`config.mk`:
```
export PLATFORM = sky130hd
export DESIGN_NAME = pmcr_top
export DESIGN_NICKNAME = d
export VERILOG_FILES = /design/src/rtl/pmcr_irq_sense.v /design/src/rtl/pmcr_pin_cfg.v /design/src/rtl/pmcr_top.v
export VERILOG_INCLUDE_DIRS = /design/src /design/src/pkg
export SDC_FILE = /design/constraint.sdc
export NUM_CORES = 1
export LEC_CHECK = 0
export BUFFER_PORTS_ARGS = -buffer_cell sky130_fd_sc_hd__buf_2
export CAP_MARGIN = 20
export CELL_PAD_IN_SITES_DETAIL_PLACEMENT = 1
export CELL_PAD_IN_SITES_GLOBAL_PLACEMENT = 2
export CORE_MARGIN = 5
export CORE_UTILIZATION = 33
export CTS_CLUSTER_DIAMETER = 80
export CTS_CLUSTER_SIZE = 16
export DETAILED_ROUTE_END_ITERATION = 10
export GPL_TIMING_DRIVEN = 0
export HOLD_SLACK_MARGIN = 0.08
export PLACE_DENSITY_LB_ADDON = 0.1
export SLEW_MARGIN = 40
export SYNTH_ARGS = -nofsm -noshare
export SYNTH_HDL_FRONTEND = slang
export SYNTH_SLANG_ARGS = --single-unit
```
`constraint.sdc`:
```
create_clock -name CLOCK -period 3.1 [get_ports CLOCK]
set_input_delay 0.31 -clock CLOCK [delete_from_list [all_inputs] [get_ports CLOCK]]
set_output_delay 0.31 -clock CLOCK [all_outputs]
set_load 0.03 [all_outputs]
```
`src/pkg/pmcr_consts.vh`:
```
// Register indices, field positions, reset values and clock figures
// for the port option and miscellaneous control register bank.
// Included by bare name; holds definitions only.
`ifndef PMCR_CONSTS_VH
`define PMCR_CONSTS_VH

// Register indices; byte address is four times the index
`define PMCR_IDX_PA_DATA    7'h00
`define PMCR_IDX_PA_DIR     7'h01
`define PMCR_IDX_PA_OPT     7'h02
`define PMCR_IDX_PB_DATA    7'h03
`define PMCR_IDX_PB_DIR     7'h04
`define PMCR_IDX_UNUSED     7'h05
`define PMCR_IDX_PC_DATA    7'h06
`define PMCR_IDX_PC_DIR     7'h07
`define PMCR_IDX_PC_OPT     7'h08
`define PMCR_IDX_PD_DATA    7'h09
`define PMCR_IDX_PD_DIR     7'h0A
`define PMCR_IDX_PD_OPT     7'h0B
`define PMCR_IDX_PE_DATA    7'h0C
`define PMCR_IDX_PE_DIR     7'h0D
`define PMCR_IDX_PE_OPT     7'h0E
`define PMCR_IDX_PF_DATA    7'h0F
`define PMCR_IDX_PF_DIR     7'h10
`define PMCR_IDX_SENSE_CLK  7'h49
`define PMCR_IDX_PWR_GATE   7'h4A
`define PMCR_IDX_HALT_PWM   7'h4C

// Reset value of every register
`define PMCR_RST_BYTE       8'h00

// Fields of irq_sense_clock_config
`define PMCR_SENSE_A_LSB    6
`define PMCR_CLK_OUT_BIT    5
`define PMCR_SENSE_D_LSB    3
`define PMCR_PRE_SEL_LSB    1
`define PMCR_PRE_EN_BIT     0

// Fields of peripheral_power_gate and halt_sense_pwm_config
`define PMCR_PWR_MASK       8'h1F
`define PMCR_WDG_POLICY_BIT 7
`define PMCR_SENSE_C_LSB    2
`define PMCR_PULSE1_BIT     1
`define PMCR_PULSE0_BIT     0

// Sensitivity encodings
`define PMCR_SENSE_LOW      2'h0
`define PMCR_SENSE_RISE     2'h1
`define PMCR_SENSE_FALL     2'h2
`define PMCR_SENSE_BOTH     2'h3

// CPU clock in kHz, stand-alone (12 MHz osc) and USB (48 MHz PLL)
`define PMCR_SA_DEFAULT_KHZ  16'h0BB8
`define PMCR_SA_CODE0_KHZ    16'h1770
`define PMCR_SA_CODE2_KHZ    16'h05DC
`define PMCR_SA_CODE1_KHZ    16'h02EE
`define PMCR_SA_CODE3_KHZ    16'h0177
`define PMCR_USB_DEFAULT_KHZ 16'h1770
`define PMCR_USB_CODE0_KHZ   16'h1F40
`define PMCR_USB_CODE2_KHZ   16'h07D0
`define PMCR_USB_CODE1_KHZ   16'h03E8
`define PMCR_USB_CODE3_KHZ   16'h00FA

// AXI responses
`define PMCR_RESP_OKAY      2'h0
`define PMCR_RESP_SLVERR    2'h2

`endif

```
`src/rtl/pmcr_irq_sense.v`:
```
// Edge/level detector for one external interrupt group of eight pins.
// Assumes pins are synchronous to CLOCK and enables come from registers.
module pmcr_irq_sense (
  input  wire       clk,
  input  wire       rst_n,
  input  wire [7:0] pins,
  input  wire [7:0] enable,
  input  wire [1:0] mode,
  output reg        irq
);
`include "pmcr_consts.vh"

  reg  [7:0] prev_q;
  wire       any_rise;
  wire       any_fall;
  wire       any_low;
  reg        irq_d;

  // Per-pin events, masked by the interrupt enables
  assign any_rise = |(enable & pins & ~prev_q);
  assign any_fall = |(enable & ~pins & prev_q);
  assign any_low  = |(enable & ~pins);

  // Sensitivity select; level mode keeps requesting while low
  always @* begin
    case (mode)
      `PMCR_SENSE_LOW:  irq_d = any_fall | any_low;
      `PMCR_SENSE_RISE: irq_d = any_rise;
      `PMCR_SENSE_FALL: irq_d = any_fall;
      `PMCR_SENSE_BOTH: irq_d = any_rise | any_fall;
      default:          irq_d = 1'b0;
    endcase
  end

  // Pin history and registered request
  always @(posedge clk) begin
    if (!rst_n) begin
      prev_q <= 8'hFF;
      irq    <= 1'b0;
    end else begin
      prev_q <= pins;
      irq    <= irq_d;
    end
  end

endmodule

```
`src/rtl/pmcr_pin_cfg.v`:
```
// Pad control for one eight-pin port: drive, enable and interrupt mask.
// Assumes data, direction and option bytes come from the register bank.
module pmcr_pin_cfg #(
  parameter HAS_OPT = 1,
  parameter IRQ_CAP = 1
) (
  input  wire       clk,
  input  wire       rst_n,
  input  wire [7:0] latch,
  input  wire [7:0] dir,
  input  wire [7:0] opt,
  output reg  [7:0] pad_out,
  output reg  [7:0] pad_oe,
  output wire [7:0] irq_en
);

  wire [7:0] push_pull;
  wire [7:0] oe_d;

  // Without option bits the direction alone decides: push-pull
  assign push_pull = (HAS_OPT != 0) ? opt : 8'hFF;
  // Open drain only drives a low level; the high side stays off
  assign oe_d = dir & (push_pull | ~latch);
  // Interrupt capability on input pins with option set
  assign irq_en = (IRQ_CAP != 0) ? (~dir & opt) : 8'h00;

  // Registered pad drive
  always @(posedge clk) begin
    if (!rst_n) begin
      pad_out <= 8'h00;
      pad_oe  <= 8'h00;
    end else begin
      pad_out <= latch;
      pad_oe  <= oe_d;
    end
  end

endmodule

```
`src/rtl/pmcr_top.v`:
```
// Port option and miscellaneous control register bank, AXI4-Lite slave.
// Assumes one clock, synchronous active-low reset, synchronous pin inputs.
//
// Overview of operation
// - Input pin option 0 floating, 1 floating with interrupt on A, C, D.
// - Output pin option 0 open drain, 1 push-pull.
// - Only ports A, C, D, E have options; elsewhere direction decides.
// - All port registers reset to zero; index 5 is unused.
// - Bits 7:6 of first misc register set port A sensitivity.
// - Bits 4:3 of first misc register set port D sensitivity.
// - Bits 3:2 of third misc register set port C sensitivity.
// - Port A and D sensitivity writes need both interrupt mask bits set.
// - Bit 5 of first misc register routes CPU clock to its pin.
// - Prescaler off gives default clock, 3 MHz or 6 MHz.
// - Stand-alone prescaler codes give 6, 1.5, 0.75, 0.375 MHz.
// - USB prescaler codes give 8, 2, 1, 0.25 MHz.
// - Stand-alone at 6 MHz blocks core access to USB buffer.
// - Prescaler changes never alter the transfer coprocessor clock.
// - Power-gating bit 1 switches peripheral off, contents frozen.
// - Gating bits map PWM, timer, I2C, USB, coprocessor from bit 0.
// - Reserved bits of second and third misc registers read zero.
// - Halt policy 0 resets on HALT with watchdog active; 1 halts.
// - HALT during USB suspend never causes a watchdog reset.
// - Bits 1 and 0 of third misc register enable pulse outputs.
// - Data writes always update the latch, even for input pins.
// - Direction bit 0 selects input, 1 selects output.
module pmcr_top #(
  parameter ADDR_W = 9
) (
  input  wire              CLOCK,
  input  wire              RESETN,
  input  wire [ADDR_W-1:0] AWADDR,
  input  wire [2:0]        AWPROT,
  input  wire              AWVALID,
  output wire              AWREADY,
  input  wire [31:0]       WDATA,
  input  wire [3:0]        WSTRB,
  input  wire              WVALID,
  output wire              WREADY,
  output reg  [1:0]        BRESP,
  output reg               BVALID,
  input  wire              BREADY,
  input  wire [ADDR_W-1:0] ARADDR,
  input  wire [2:0]        ARPROT,
  input  wire              ARVALID,
  output wire              ARREADY,
  output reg  [31:0]       RDATA,
  output reg  [1:0]        RRESP,
  output reg               RVALID,
  input  wire              RREADY,
  input  wire [47:0]       PIN_IN,
  output wire [47:0]       PIN_OUT,
  output wire [47:0]       PIN_OE,
  input  wire              IRQ_MASK_HIGH,
  input  wire              IRQ_MASK_LOW,
  output wire              EXT_IRQ_A,
  output wire              EXT_IRQ_D,
  output wire              EXT_IRQ_C,
  output reg               CLOCK_OUT_EN,
  output reg               PULSE0_OUT_EN,
  output reg               PULSE1_OUT_EN,
  input  wire              USB_MODE,
  output reg  [2:0]        CPU_CLK_SEL,
  output reg  [15:0]       CPU_CLK_KHZ,
  output reg               USB_BUF_ACCESS_EN,
  output reg  [4:0]        PERIPH_OFF,
  input  wire              HALT_EXEC,
  input  wire              WATCHDOG_ACTIVE,
  input  wire              USB_SUSPEND,
  output reg               WDG_RESET_REQ,
  output reg               HALT_ENTER
);
`include "pmcr_consts.vh"

  ////////////////////////////////////////////////////////////////////
  // Functions

  // True for every register index that is implemented
  function reg_hit;
    input [6:0] idx;
    begin
      reg_hit = (idx <= `PMCR_IDX_PF_DIR && idx != `PMCR_IDX_UNUSED) ||
                idx == `PMCR_IDX_SENSE_CLK ||
                idx == `PMCR_IDX_PWR_GATE ||
                idx == `PMCR_IDX_HALT_PWM;
    end
  endfunction

  // Data read: latch on output pins, pin level on input pins
  function [7:0] pin_read;
    input [7:0] dir;
    input [7:0] latch;
    input [7:0] pin;
    begin
      pin_read = (dir & latch) | (~dir & pin);
    end
  endfunction

  ////////////////////////////////////////////////////////////////////
  // Register state; ports packed A=0 .. F=5, eight bits each

  reg [47:0]       data_q;
  reg [47:0]       dir_q;
  reg [47:0]       opt_q;
  reg [1:0]        sense_a_q;
  reg [1:0]        sense_d_q;
  reg [1:0]        sense_c_q;
  reg              clk_out_q;
  reg [1:0]        pre_sel_q;
  reg              pre_en_q;
  reg [4:0]        pwr_off_q;
  reg              wdg_policy_q;
  reg              pulse1_q;
  reg              pulse0_q;

  // AXI holding state
  reg              aw_held_q;
  reg              w_held_q;
  reg [ADDR_W-1:0] awaddr_q;
  reg [7:0]        wbyte_q;
  reg              wlane_q;

  wire             wr_fire;
  wire [6:0]       wr_idx;
  wire [6:0]       rd_idx;
  wire             level3;
  reg  [7:0]       rd_byte;
  wire [23:0]      irq_en;
  wire [47:0]      port_irq_en;

  ////////////////////////////////////////////////////////////////////
  // AXI4-Lite handshakes

  // Address and data are taken independently, in either order
  assign AWREADY = !aw_held_q && !BVALID;
  assign WREADY  = !w_held_q && !BVALID;
  assign ARREADY = !RVALID;
  // Write happens once both halves are held
  assign wr_fire = aw_held_q && w_held_q && !BVALID;
  assign wr_idx  = awaddr_q[8:2];
  assign rd_idx  = ARADDR[8:2];
  // Interrupt level 3: both mask bits set
  assign level3  = IRQ_MASK_HIGH & IRQ_MASK_LOW;

  // Write channel capture and response
  always @(posedge CLOCK) begin
    if (!RESETN) begin
      aw_held_q <= 1'b0;
      w_held_q  <= 1'b0;
      awaddr_q  <= {ADDR_W{1'b0}};
      wbyte_q   <= 8'h00;
      wlane_q   <= 1'b0;
      BVALID    <= 1'b0;
      BRESP     <= `PMCR_RESP_OKAY;
    end else begin
      if (AWVALID && AWREADY) begin
        aw_held_q <= 1'b1;
        awaddr_q  <= AWADDR;
      end
      if (WVALID && WREADY) begin
        w_held_q <= 1'b1;
        wbyte_q  <= WDATA[7:0];
        wlane_q  <= WSTRB[0];
      end
      if (wr_fire) begin
        aw_held_q <= 1'b0;
        w_held_q  <= 1'b0;
        BVALID    <= 1'b1;
        BRESP     <= reg_hit(wr_idx) ? `PMCR_RESP_OKAY : `PMCR_RESP_SLVERR;
      end else if (BVALID && BREADY) begin
        BVALID <= 1'b0;
      end
    end
  end

  ////////////////////////////////////////////////////////////////////
  // Register writes; only byte lane 0 carries register data

  always @(posedge CLOCK) begin
    if (!RESETN) begin
      data_q       <= {6{`PMCR_RST_BYTE}};
      dir_q        <= {6{`PMCR_RST_BYTE}};
      opt_q        <= {6{`PMCR_RST_BYTE}};
      sense_a_q    <= 2'h0;
      sense_d_q    <= 2'h0;
      sense_c_q    <= 2'h0;
      clk_out_q    <= 1'b0;
      pre_sel_q    <= 2'h0;
      pre_en_q     <= 1'b0;
      pwr_off_q    <= 5'h00;
      wdg_policy_q <= 1'b0;
      pulse1_q     <= 1'b0;
      pulse0_q     <= 1'b0;
    end else if (wr_fire && wlane_q) begin
      case (wr_idx)
        `PMCR_IDX_PA_DATA: data_q[7:0]   <= wbyte_q;
        `PMCR_IDX_PA_DIR:  dir_q[7:0]    <= wbyte_q;
        `PMCR_IDX_PA_OPT:  opt_q[7:0]    <= wbyte_q;
        `PMCR_IDX_PB_DATA: data_q[15:8]  <= wbyte_q;
        `PMCR_IDX_PB_DIR:  dir_q[15:8]   <= wbyte_q;
        `PMCR_IDX_PC_DATA: data_q[23:16] <= wbyte_q;
        `PMCR_IDX_PC_DIR:  dir_q[23:16]  <= wbyte_q;
        `PMCR_IDX_PC_OPT:  opt_q[23:16]  <= wbyte_q;
        `PMCR_IDX_PD_DATA: data_q[31:24] <= wbyte_q;
        `PMCR_IDX_PD_DIR:  dir_q[31:24]  <= wbyte_q;
        `PMCR_IDX_PD_OPT:  opt_q[31:24]  <= wbyte_q;
        `PMCR_IDX_PE_DATA: data_q[39:32] <= wbyte_q;
        `PMCR_IDX_PE_DIR:  dir_q[39:32]  <= wbyte_q;
        `PMCR_IDX_PE_OPT:  opt_q[39:32]  <= wbyte_q;
        `PMCR_IDX_PF_DATA: data_q[47:40] <= wbyte_q;
        `PMCR_IDX_PF_DIR:  dir_q[47:40]  <= wbyte_q;
        `PMCR_IDX_SENSE_CLK: begin
          // Sensitivity bits are locked outside interrupt level 3
          if (level3) begin
            sense_a_q <= wbyte_q[`PMCR_SENSE_A_LSB +: 2];
            sense_d_q <= wbyte_q[`PMCR_SENSE_D_LSB +: 2];
          end
          clk_out_q <= wbyte_q[`PMCR_CLK_OUT_BIT];
          pre_sel_q <= wbyte_q[`PMCR_PRE_SEL_LSB +: 2];
          pre_en_q  <= wbyte_q[`PMCR_PRE_EN_BIT];
        end
        `PMCR_IDX_PWR_GATE: begin
          pwr_off_q <= wbyte_q[4:0];
        end
        `PMCR_IDX_HALT_PWM: begin
          // Port C field is not gated; software keeps to level 3
          wdg_policy_q <= wbyte_q[`PMCR_WDG_POLICY_BIT];
          sense_c_q    <= wbyte_q[`PMCR_SENSE_C_LSB +: 2];
          pulse1_q     <= wbyte_q[`PMCR_PULSE1_BIT];
          pulse0_q     <= wbyte_q[`PMCR_PULSE0_BIT];
        end
        default: begin
        end
      endcase
    end
  end

  ////////////////////////////////////////////////////////////////////
  // Register reads

  // Read mux; reserved bits and unmapped indices return zero
  always @* begin
    case (rd_idx)
      `PMCR_IDX_PA_DATA: rd_byte = pin_read(dir_q[7:0], data_q[7:0], PIN_IN[7:0]);
      `PMCR_IDX_PA_DIR:  rd_byte = dir_q[7:0];
      `PMCR_IDX_PA_OPT:  rd_byte = opt_q[7:0];
      `PMCR_IDX_PB_DATA: rd_byte = pin_read(dir_q[15:8], data_q[15:8], PIN_IN[15:8]);
      `PMCR_IDX_PB_DIR:  rd_byte = dir_q[15:8];
      `PMCR_IDX_PC_DATA: rd_byte = pin_read(dir_q[23:16], data_q[23:16], PIN_IN[23:16]);
      `PMCR_IDX_PC_DIR:  rd_byte = dir_q[23:16];
      `PMCR_IDX_PC_OPT:  rd_byte = opt_q[23:16];
      `PMCR_IDX_PD_DATA: rd_byte = pin_read(dir_q[31:24], data_q[31:24], PIN_IN[31:24]);
      `PMCR_IDX_PD_DIR:  rd_byte = dir_q[31:24];
      `PMCR_IDX_PD_OPT:  rd_byte = opt_q[31:24];
      `PMCR_IDX_PE_DATA: rd_byte = pin_read(dir_q[39:32], data_q[39:32], PIN_IN[39:32]);
      `PMCR_IDX_PE_DIR:  rd_byte = dir_q[39:32];
      `PMCR_IDX_PE_OPT:  rd_byte = opt_q[39:32];
      `PMCR_IDX_PF_DATA: rd_byte = pin_read(dir_q[47:40], data_q[47:40], PIN_IN[47:40]);
      `PMCR_IDX_PF_DIR:  rd_byte = dir_q[47:40];
      `PMCR_IDX_SENSE_CLK:
        rd_byte = {sense_a_q, clk_out_q, sense_d_q, pre_sel_q, pre_en_q};
      `PMCR_IDX_PWR_GATE:
        rd_byte = {3'h0, pwr_off_q} & `PMCR_PWR_MASK;
      `PMCR_IDX_HALT_PWM:
        rd_byte = {wdg_policy_q, 3'h0, sense_c_q, pulse1_q, pulse0_q};
      default: rd_byte = 8'h00;
    endcase
  end

  // Read channel; data captured on the address handshake
  always @(posedge CLOCK) begin
    if (!RESETN) begin
      RVALID <= 1'b0;
      RDATA  <= 32'h00000000;
      RRESP  <= `PMCR_RESP_OKAY;
    end else if (ARVALID && ARREADY) begin
      RVALID <= 1'b1;
      RDATA  <= {24'h000000, rd_byte};
      RRESP  <= reg_hit(rd_idx) ? `PMCR_RESP_OKAY : `PMCR_RESP_SLVERR;
    end else if (RVALID && RREADY) begin
      RVALID <= 1'b0;
    end
  end

  ////////////////////////////////////////////////////////////////////
  // Pads: options on A, C, D, E; interrupts on A, C, D

  genvar p;
  generate
    for (p = 0; p < 6; p = p + 1) begin : g_port
      pmcr_pin_cfg #(
        .HAS_OPT ((p == 0 || p == 2 || p == 3 || p == 4) ? 1 : 0),
        .IRQ_CAP ((p == 0 || p == 2 || p == 3) ? 1 : 0)
      ) u_pin (
        .clk     (CLOCK),
        .rst_n   (RESETN),
        .latch   (data_q[8*p +: 8]),
        .dir     (dir_q[8*p +: 8]),
        .opt     (opt_q[8*p +: 8]),
        .pad_out (PIN_OUT[8*p +: 8]),
        .pad_oe  (PIN_OE[8*p +: 8]),
        .irq_en  (port_irq_en[8*p +: 8])
      );
    end
  endgenerate

  // Interrupt masks for the three groups, A, C, D order
  // Taken from the pad blocks so the capability mask lives in one place
  assign irq_en = {port_irq_en[31:24], port_irq_en[23:16],
                   port_irq_en[7:0]};

  ////////////////////////////////////////////////////////////////////
  // External interrupt sensitivity

  pmcr_irq_sense u_sense_a (
    .clk    (CLOCK),
    .rst_n  (RESETN),
    .pins   (PIN_IN[7:0]),
    .enable (irq_en[7:0]),
    .mode   (sense_a_q),
    .irq    (EXT_IRQ_A)
  );

  pmcr_irq_sense u_sense_c (
    .clk    (CLOCK),
    .rst_n  (RESETN),
    .pins   (PIN_IN[23:16]),
    .enable (irq_en[15:8]),
    .mode   (sense_c_q),
    .irq    (EXT_IRQ_C)
  );

  pmcr_irq_sense u_sense_d (
    .clk    (CLOCK),
    .rst_n  (RESETN),
    .pins   (PIN_IN[31:24]),
    .enable (irq_en[23:16]),
    .mode   (sense_d_q),
    .irq    (EXT_IRQ_D)
  );

  ////////////////////////////////////////////////////////////////////
  // Clock selection, gating, alternate functions and halt policy

  reg [15:0] khz_d;

  // CPU clock figure; coprocessor clock has no dependency here
  always @* begin
    if (!pre_en_q) begin
      khz_d = USB_MODE ? `PMCR_USB_DEFAULT_KHZ : `PMCR_SA_DEFAULT_KHZ;
    end else begin
      case ({USB_MODE, pre_sel_q})
        3'h0:    khz_d = `PMCR_SA_CODE0_KHZ;
        3'h2:    khz_d = `PMCR_SA_CODE2_KHZ;
        3'h1:    khz_d = `PMCR_SA_CODE1_KHZ;
        3'h3:    khz_d = `PMCR_SA_CODE3_KHZ;
        3'h4:    khz_d = `PMCR_USB_CODE0_KHZ;
        3'h6:    khz_d = `PMCR_USB_CODE2_KHZ;
        3'h5:    khz_d = `PMCR_USB_CODE1_KHZ;
        default: khz_d = `PMCR_USB_CODE3_KHZ;
      endcase
    end
  end

  // Registered control outputs; halt decisions follow HALT_EXEC one cycle later, for as long as it is held
  always @(posedge CLOCK) begin
    if (!RESETN) begin
      CPU_CLK_SEL       <= 3'h0;
      CPU_CLK_KHZ       <= `PMCR_SA_DEFAULT_KHZ;
      USB_BUF_ACCESS_EN <= 1'b1;
      PERIPH_OFF        <= 5'h00;
      CLOCK_OUT_EN      <= 1'b0;
      PULSE0_OUT_EN     <= 1'b0;
      PULSE1_OUT_EN     <= 1'b0;
      WDG_RESET_REQ     <= 1'b0;
      HALT_ENTER        <= 1'b0;
    end else begin
      CPU_CLK_SEL       <= {pre_en_q, pre_sel_q};
      CPU_CLK_KHZ       <= khz_d;
      // Stand-alone 6 MHz leaves no cycles for the USB buffer
      USB_BUF_ACCESS_EN <= !(!USB_MODE && pre_en_q && pre_sel_q == 2'h0);
      PERIPH_OFF        <= pwr_off_q;
      CLOCK_OUT_EN      <= clk_out_q;
      PULSE0_OUT_EN     <= pulse0_q;
      PULSE1_OUT_EN     <= pulse1_q;
      WDG_RESET_REQ     <= HALT_EXEC && WATCHDOG_ACTIVE && !wdg_policy_q && !USB_SUSPEND;
      HALT_ENTER        <= HALT_EXEC && !(WATCHDOG_ACTIVE && !wdg_policy_q && !USB_SUSPEND);
    end
  end

endmodule

```
Word-level counts from Yosys, hierarchy flattened
Index checks and enable logic that the tools add are counted.

Register bits: 333. Output and inout bits: 170. Input bits: 121. Word-level logic and storage cells: 270.

Bitwise operators: 65. Magnitude comparators: 2. Eq/ne operators: 53. Reduce and logical (&&, ||, !) cells: 74. Mux-type cells: 13.

Operators with widths (number): $and 8x8->8 (31); $pmux 8 s19 (1); $not 8->8 (16); $eq 7x4->1 const B (16); $pmux 13 s7 (1); $or 8x8->8 (10); $reduce_or 8->1 (9); $eq 7x3->1 const B (6); $eq 7x7->1 const B (6); $reduce_and 2->1 (19); $eq 7x2->1 const B (4); $mux 13 (2); $logic_and 1x1->1 (20); $eq 7x1->1 const B (2); $eq 7x5->1 const B (2); $le 7x5->1 const B (2); $logic_not 7->1 (2); $ne 7x3->1 const B (2); $eq 2x2->1 const B (6); $pmux 1 s4 (3); $eq 3x3->1 const B (3); $logic_not 1->1 (9); $logic_not 2->1 (4); $eq 2x1->1 const B (3); 12 further kinds (28).

Logic depth before layout (Yosys ltp)
Depth in word-level cells: 7. Mapped depth: 8. Gate-level depth less buffers: 6.

Hierarchy
From an unflattened synthesis, not the netlist that was laid out.

Cells, all modules: 1643. Area, all modules: 14792.9 um2.

Modules (own cells, without submodules): pmcr_top (cells an instance 1156, times used 1, seq. area each 4063.9 um2, area each 10060.9 um2); pmcr_pin_cfg (g_port[0].u_pin ...) (cells an instance 57, times used 3, seq. area each 320.3 um2, area each 551.8 um2); pmcr_irq_sense (cells an instance 58, times used 3, seq. area each 180.2 um2, area each 489.2 um2); pmcr_pin_cfg (g_port[1].u_pin ...) (cells an instance 42, times used 2, seq. area each 320.3 um2, area each 510.5 um2); pmcr_pin_cfg (g_port[4].u_pin) (cells an instance 58, times used 1, seq. area each 320.3 um2, area each 588.1 um2).

Least setup slack after synthesis
Ideal clock, no wire load.

Path kind: flip-flop to flip-flop. Start point: register BVALID. End point: register data_q[32]. Data required time: 2.972 ns. Cell stages (with the launch flop): 9. Period minus slack after synthesis: 2.408 ns. Path slack: 0.692 ns. Path buffers: 2. Setup time: 0.128 ns. Arrival time: 2.280 ns. Cells stage by stage: dfxtp_1 nand4b_2 or4_1 buf_2 or2_1 buf_6 nor3_4 mux2i_1 nor2_1.

Cells in the longest elaborated chain, start to end: 4.

RTL lines: start: declaration (RTL line pmcr_top.v:41) `output reg BVALID,`; start signal: assignment (RTL line pmcr_top.v:153) `BVALID <= 1'b0;`; start signal: assignment (RTL line pmcr_top.v:168) `BVALID <= 1'b1;`; start signal: assignment (RTL line pmcr_top.v:171) `BVALID <= 1'b0;`; $logic_not 1->1 (RTL line pmcr_top.v:139) `assign wr_fire = aw_held_q && w_held_q && !BVALID;`; $logic_and 1x1->1 (RTL line pmcr_top.v:139); $logic_and 1x1->1 (RTL line pmcr_top.v:194) `end else if (wr_fire && wlane_q) begin`; $reduce_and 2->1 (no line); end signal: assignment (RTL line pmcr_top.v:181) `` data_q <= {6{`PMCR_RST_BYTE}}; ``; end signal: assignment (RTL line pmcr_top.v:207) `` `PMCR_IDX_PE_DATA: data_q[39:32] <= wbyte_q; ``; end: declaration (RTL line pmcr_top.v:102) `reg [47:0] data_q;`.

No other way between the ends. A chain may end at the register's enable or synchronous reset.

Worst setup path after layout
Start point: register awaddr_q[5]. End point: register sense_d_q[0].

Cells in the longest elaborated chain, start to end: 2.

RTL lines: start: declaration (RTL line pmcr_top.v:119) `reg [ADDR_W-1:0] awaddr_q;`; start signal: assignment (RTL line pmcr_top.v:150) `awaddr_q <= {ADDR_W{1'b0}};`; $eq 7x7->1 (RTL line pmcr_top.v:195) `case (wr_idx)`; $reduce_and 3->1 (no line); end signal: assignment (RTL line pmcr_top.v:216) `` sense_d_q <= wbyte_q[`PMCR_SENSE_D_LSB +: 2]; ``; end: declaration (RTL line pmcr_top.v:106) `reg [1:0] sense_d_q;`.

No other way between the ends.

==> flow_metrics.tcl <==
set metrics [dict create \
    grt-ovfl-total 0 \
    clk-insertion-delay-late_ps 560 \
    preCtsSetupSlack_ps 83.1 \
    final.period_utilization_pct 91.8 \
    timing.reg2reg.worst_path_depth 8 \
    synth_top_flop_cell "sky130_fd_sc_hd__dfxtp_1" \
    netSwitchingPower_mw 2.14 \
    hold-path-endpoint "RVALID" \
    num_io_pins 291 \
    finalCriticalPeriod_ps 2840 \
    mostFrequentLayoutCell "sky130_fd_sc_hd__dfxtp_1" \
    cts_num_sinks 326 \
    layout_common_cells "sky130_fd_sc_hd__dfxtp_1, sky130_fd_sc_hd__buf_2, sky130_fd_sc_hd__nand2_1" \
    post_synth_main_area_contributors "sky130_fd_sc_hd__dfxtp_1, sky130_fd_sc_hd__mux2i_1, sky130_fd_sc_hd__a21oi_1" \
    floorplan.initialDensity_pct 33.4 \
    internal-power_mw 5.94 \
    hold_path_startpoint "ARVALID" \
    clock_tree_from_tritoncts "done" \
    ant_nets 0 \
    worst_r2r_endpoint "sense_d_q[0]" \
    rr_startpoint "awaddr_q[5]" \
    result_of_the_run "complete, no violations" \
    numCtsBuffers 25 \
    pwr-share-comb_pct 9.8 \
    cp_data_required_time_ps 3520 \
    clock_tree.root_cell "sky130_fd_sc_hd__clkbuf_16" \
    arrival_ps 3260 \
    synthDominantCellAreaShare_pct 47.8 \
    die_h_um 213 \
    final.setup_skew_ps 12.1 \
    area_growth_syn_to_layout_pct 22.9 \
    cts.clk_slew.worst_paths_ps 80 \
    endpoint_kind "register" \
    synth_top_area_cell "sky130_fd_sc_hd__dfxtp_1" \
    power.density_cell_area_nw_per_um2 482 \
    core-area_sq_um 40900 \
    power_frac_clock_pct 37.6 \
    tightestPinTransition_ps 901 \
    io_buffer_count 224 \
    floorplan.die.width_um 213 \
    fin_ws_ps 255 \
    syn_area_per_cell_sq_um 8.95 \
    path_class "reg -> reg" \
    pwr-share-seq_pct 52.6 \
    drt_drc 0 \
    placed_cell_area_sq_um 15600 \
    timing.max_slew.rel_slack_pct 39.9 \
    worst_ir_drop_vdd_uv 337 \
    layout-drive-gt1-share_pct 18.0 \
    routabilityCongestion 0.972 \
    power.leakage_nw 6.61 \
    final-setup-viol-count 0 \
    first_pass_iters 5 \
    antenna_found_initial 1 \
    avgRoutedWirePerCell_um 26.2 \
    synth-edff-count 0 \
    design_power_total_mw 8.08 \
    rsz0062_at_grt "no" \
    diodes 0 \
    yosys_warnings 0 \
    fraction_of_registers_with_async_set_reset_pct 0 \
    switching_share_pct 26.5 \
    grt_first_pass_wirelength_mm 87.8 \
    routed_via_density 5.28 \
    netlist_area_sq_um 13700 \
    final_nets 1984 \
    holdCritPathClass "in -> reg" \
    floorplan.die_area_sq_um 45500 \
    report.final.hold_viol_count 0 \
    max_cap_viol_count 0 \
    max_freq_ghz 0.352 \
    place_hpwl_mm 48.4 \
    ff2ff_setup_slack_ps 260 \
    timing.critical_path.fanout_max 9 \
    synthCells 1525 \
    whs_ps 226 \
    post-route-cell-area_sq_um 16800 \
    clock_path_buffers 3 \
    detailroute.via_count 12611 \
    min_path_cells 3 \
    routed_wl_mm 62.6 \
    timing_max_transition_violations_final 0 \
    track_usage_pct 26.4 \
    drt_first_iter_violations 789 \
    grt_pass1_vias 12643 \
    layout.core_utilization_pct 41.0 \
    cts_htree_levels 1 \
    ys_seq_elements 326 \
    num_rows 74 \
    netlist-cell-type-count 67 \
    timing.critical_path.from_type "register" \
    largest_net_degree_at_the_start_of_global_routing 17 \
    synth.yosys.seq_area_share_pct 47.8 \
]
stage by stage:
step           TNS, ps  instances
6_report             0       2390
5_1_grt              0       2390
4_1_cts              0       2387
3_5_place_dp         0       2309
3_3_place_gp     -3860       2309
2_1_floorplan        0       1553
worst max-delay path: stages (launching register included):
cell and delay, ps:
sky130_fd_sc_hd__dfxtp_1 310, sky130_fd_sc_hd__buf_2 240, sky130_fd_sc_hd__nand2b_1 180, sky130_fd_sc_hd__or3b_2 540, sky130_fd_sc_hd__nor3_4 470, sky130_fd_sc_hd__and3_1 240
sky130_fd_sc_hd__clkbuf_1 410, sky130_fd_sc_hd__mux2i_1 250, sky130_fd_sc_hd__nor2_1 60
worst max-delay path by stage:
stage / startpoint / endpoint / slack, ps / depth (start not counted)
floorplan: BVALID / data_q[32] / 690 / 8
global placement: BVALID / dir_q[9] / -210 / 7
detailed placement: BVALID / data_q[10] / 80 / 7
CTS: BVALID / data_q[10] / 60 / 7
global route: BVALID / data_q[9] / 140 / 7
finish: awaddr_q[5] / sense_d_q[0] / 260 / 8
synth_stat cells (14+ instances only):
master,n
sky130_fd_sc_hd__nor2_1,146
sky130_fd_sc_hd__buf_4,30
sky130_fd_sc_hd__nand2b_1,41
sky130_fd_sc_hd__nor3_1,19
sky130_fd_sc_hd__o21ai_0,20
sky130_fd_sc_hd__mux2i_1,140
sky130_fd_sc_hd__nor4_1,16
sky130_fd_sc_hd__a22oi_1,22
sky130_fd_sc_hd__o22ai_1,14
sky130_fd_sc_hd__nand2_1,152
sky130_fd_sc_hd__clkbuf_1,81
sky130_fd_sc_hd__nand3_1,77
sky130_fd_sc_hd__inv_1,46
sky130_fd_sc_hd__nor4b_1,15
sky130_fd_sc_hd__dfxtp_1,326
sky130_fd_sc_hd__nor3b_1,21
sky130_fd_sc_hd__a21oi_1,128
sky130_fd_sc_hd__and2_1,75
timing repair:
action / in CTS / in global routing
hold endpoints to repair: 45 / 0
endpoints found under the setup margin: 0 / 16
buffers inserted: 0 / 3
resized for setup: 0 / 2
hold buffers: 47 / 0
power by group through the flow:
| stage | sequential [mW] | combinational, mW | clock (mW) |
|---|---|---|---|
| floorplan | 4.36 | 0.376 | 0 |
| global route | 4.26 | 0.830 | 3.25 |
| finish | 4.25 | 0.789 | 3.04 |
| CTS | 4.25 | 0.777 | 3.12 |
| detailed placement | 4.35 | 0.729 | 0 |
| global placement | 4.35 | 0.723 | 0 |
layer usage:
metal	vias to the layer above	routed length [um]	track usage [%]	part of all wire, %
met3	80	3200	3.44	5.1
li1	5874	-	-	-
met1	6283	28500	36.7	46
met5	-	20	0	0.032
met2	372	29300	43.7	47
met4	2	1600	6.82	2.6
cells by family (layout without fill, tap and decap cells):
kind of cell / count (synthesis) / count (layout) / share of synthesized area, %
AND/OR/NAND/NOR: 622 / 622 / 23.4
flip-flops: 326 / 326 / 47.8
AO/OA/AOI/OAI: 247 / 247 / 11.2
buffers and inverters: 170 / 475 / 5.58
multiplexers: 150 / 150 / 11.2
adder cells (fa/ha/maj): 9 / 9 / 0.825
other: 1 / 29 / 0.0275
cell type report:
cell class,instances,area [sq um]
Tap cell,532,666
Fill cell,4846,24100
Inverter,47,176
Timing Repair Buffer,274,1610
Sequential cell,326,6530
Clock buffer,27,643
Buffer,123,601
Multi-Input combinational cell,1057,6510
Clock inverter,4,37.5
flip-flops by register name (all words and copies together) (netlist names), 13 cells and up:
name / cells
data_q: 48
opt_q: 32
CPU_CLK_KHZ: 13
g_port.u_pin.pad_oe: 48
dir_q: 48
g_port.u_pin.pad_out: 48
No activity file was read; power rests on OpenSTA's default activity.
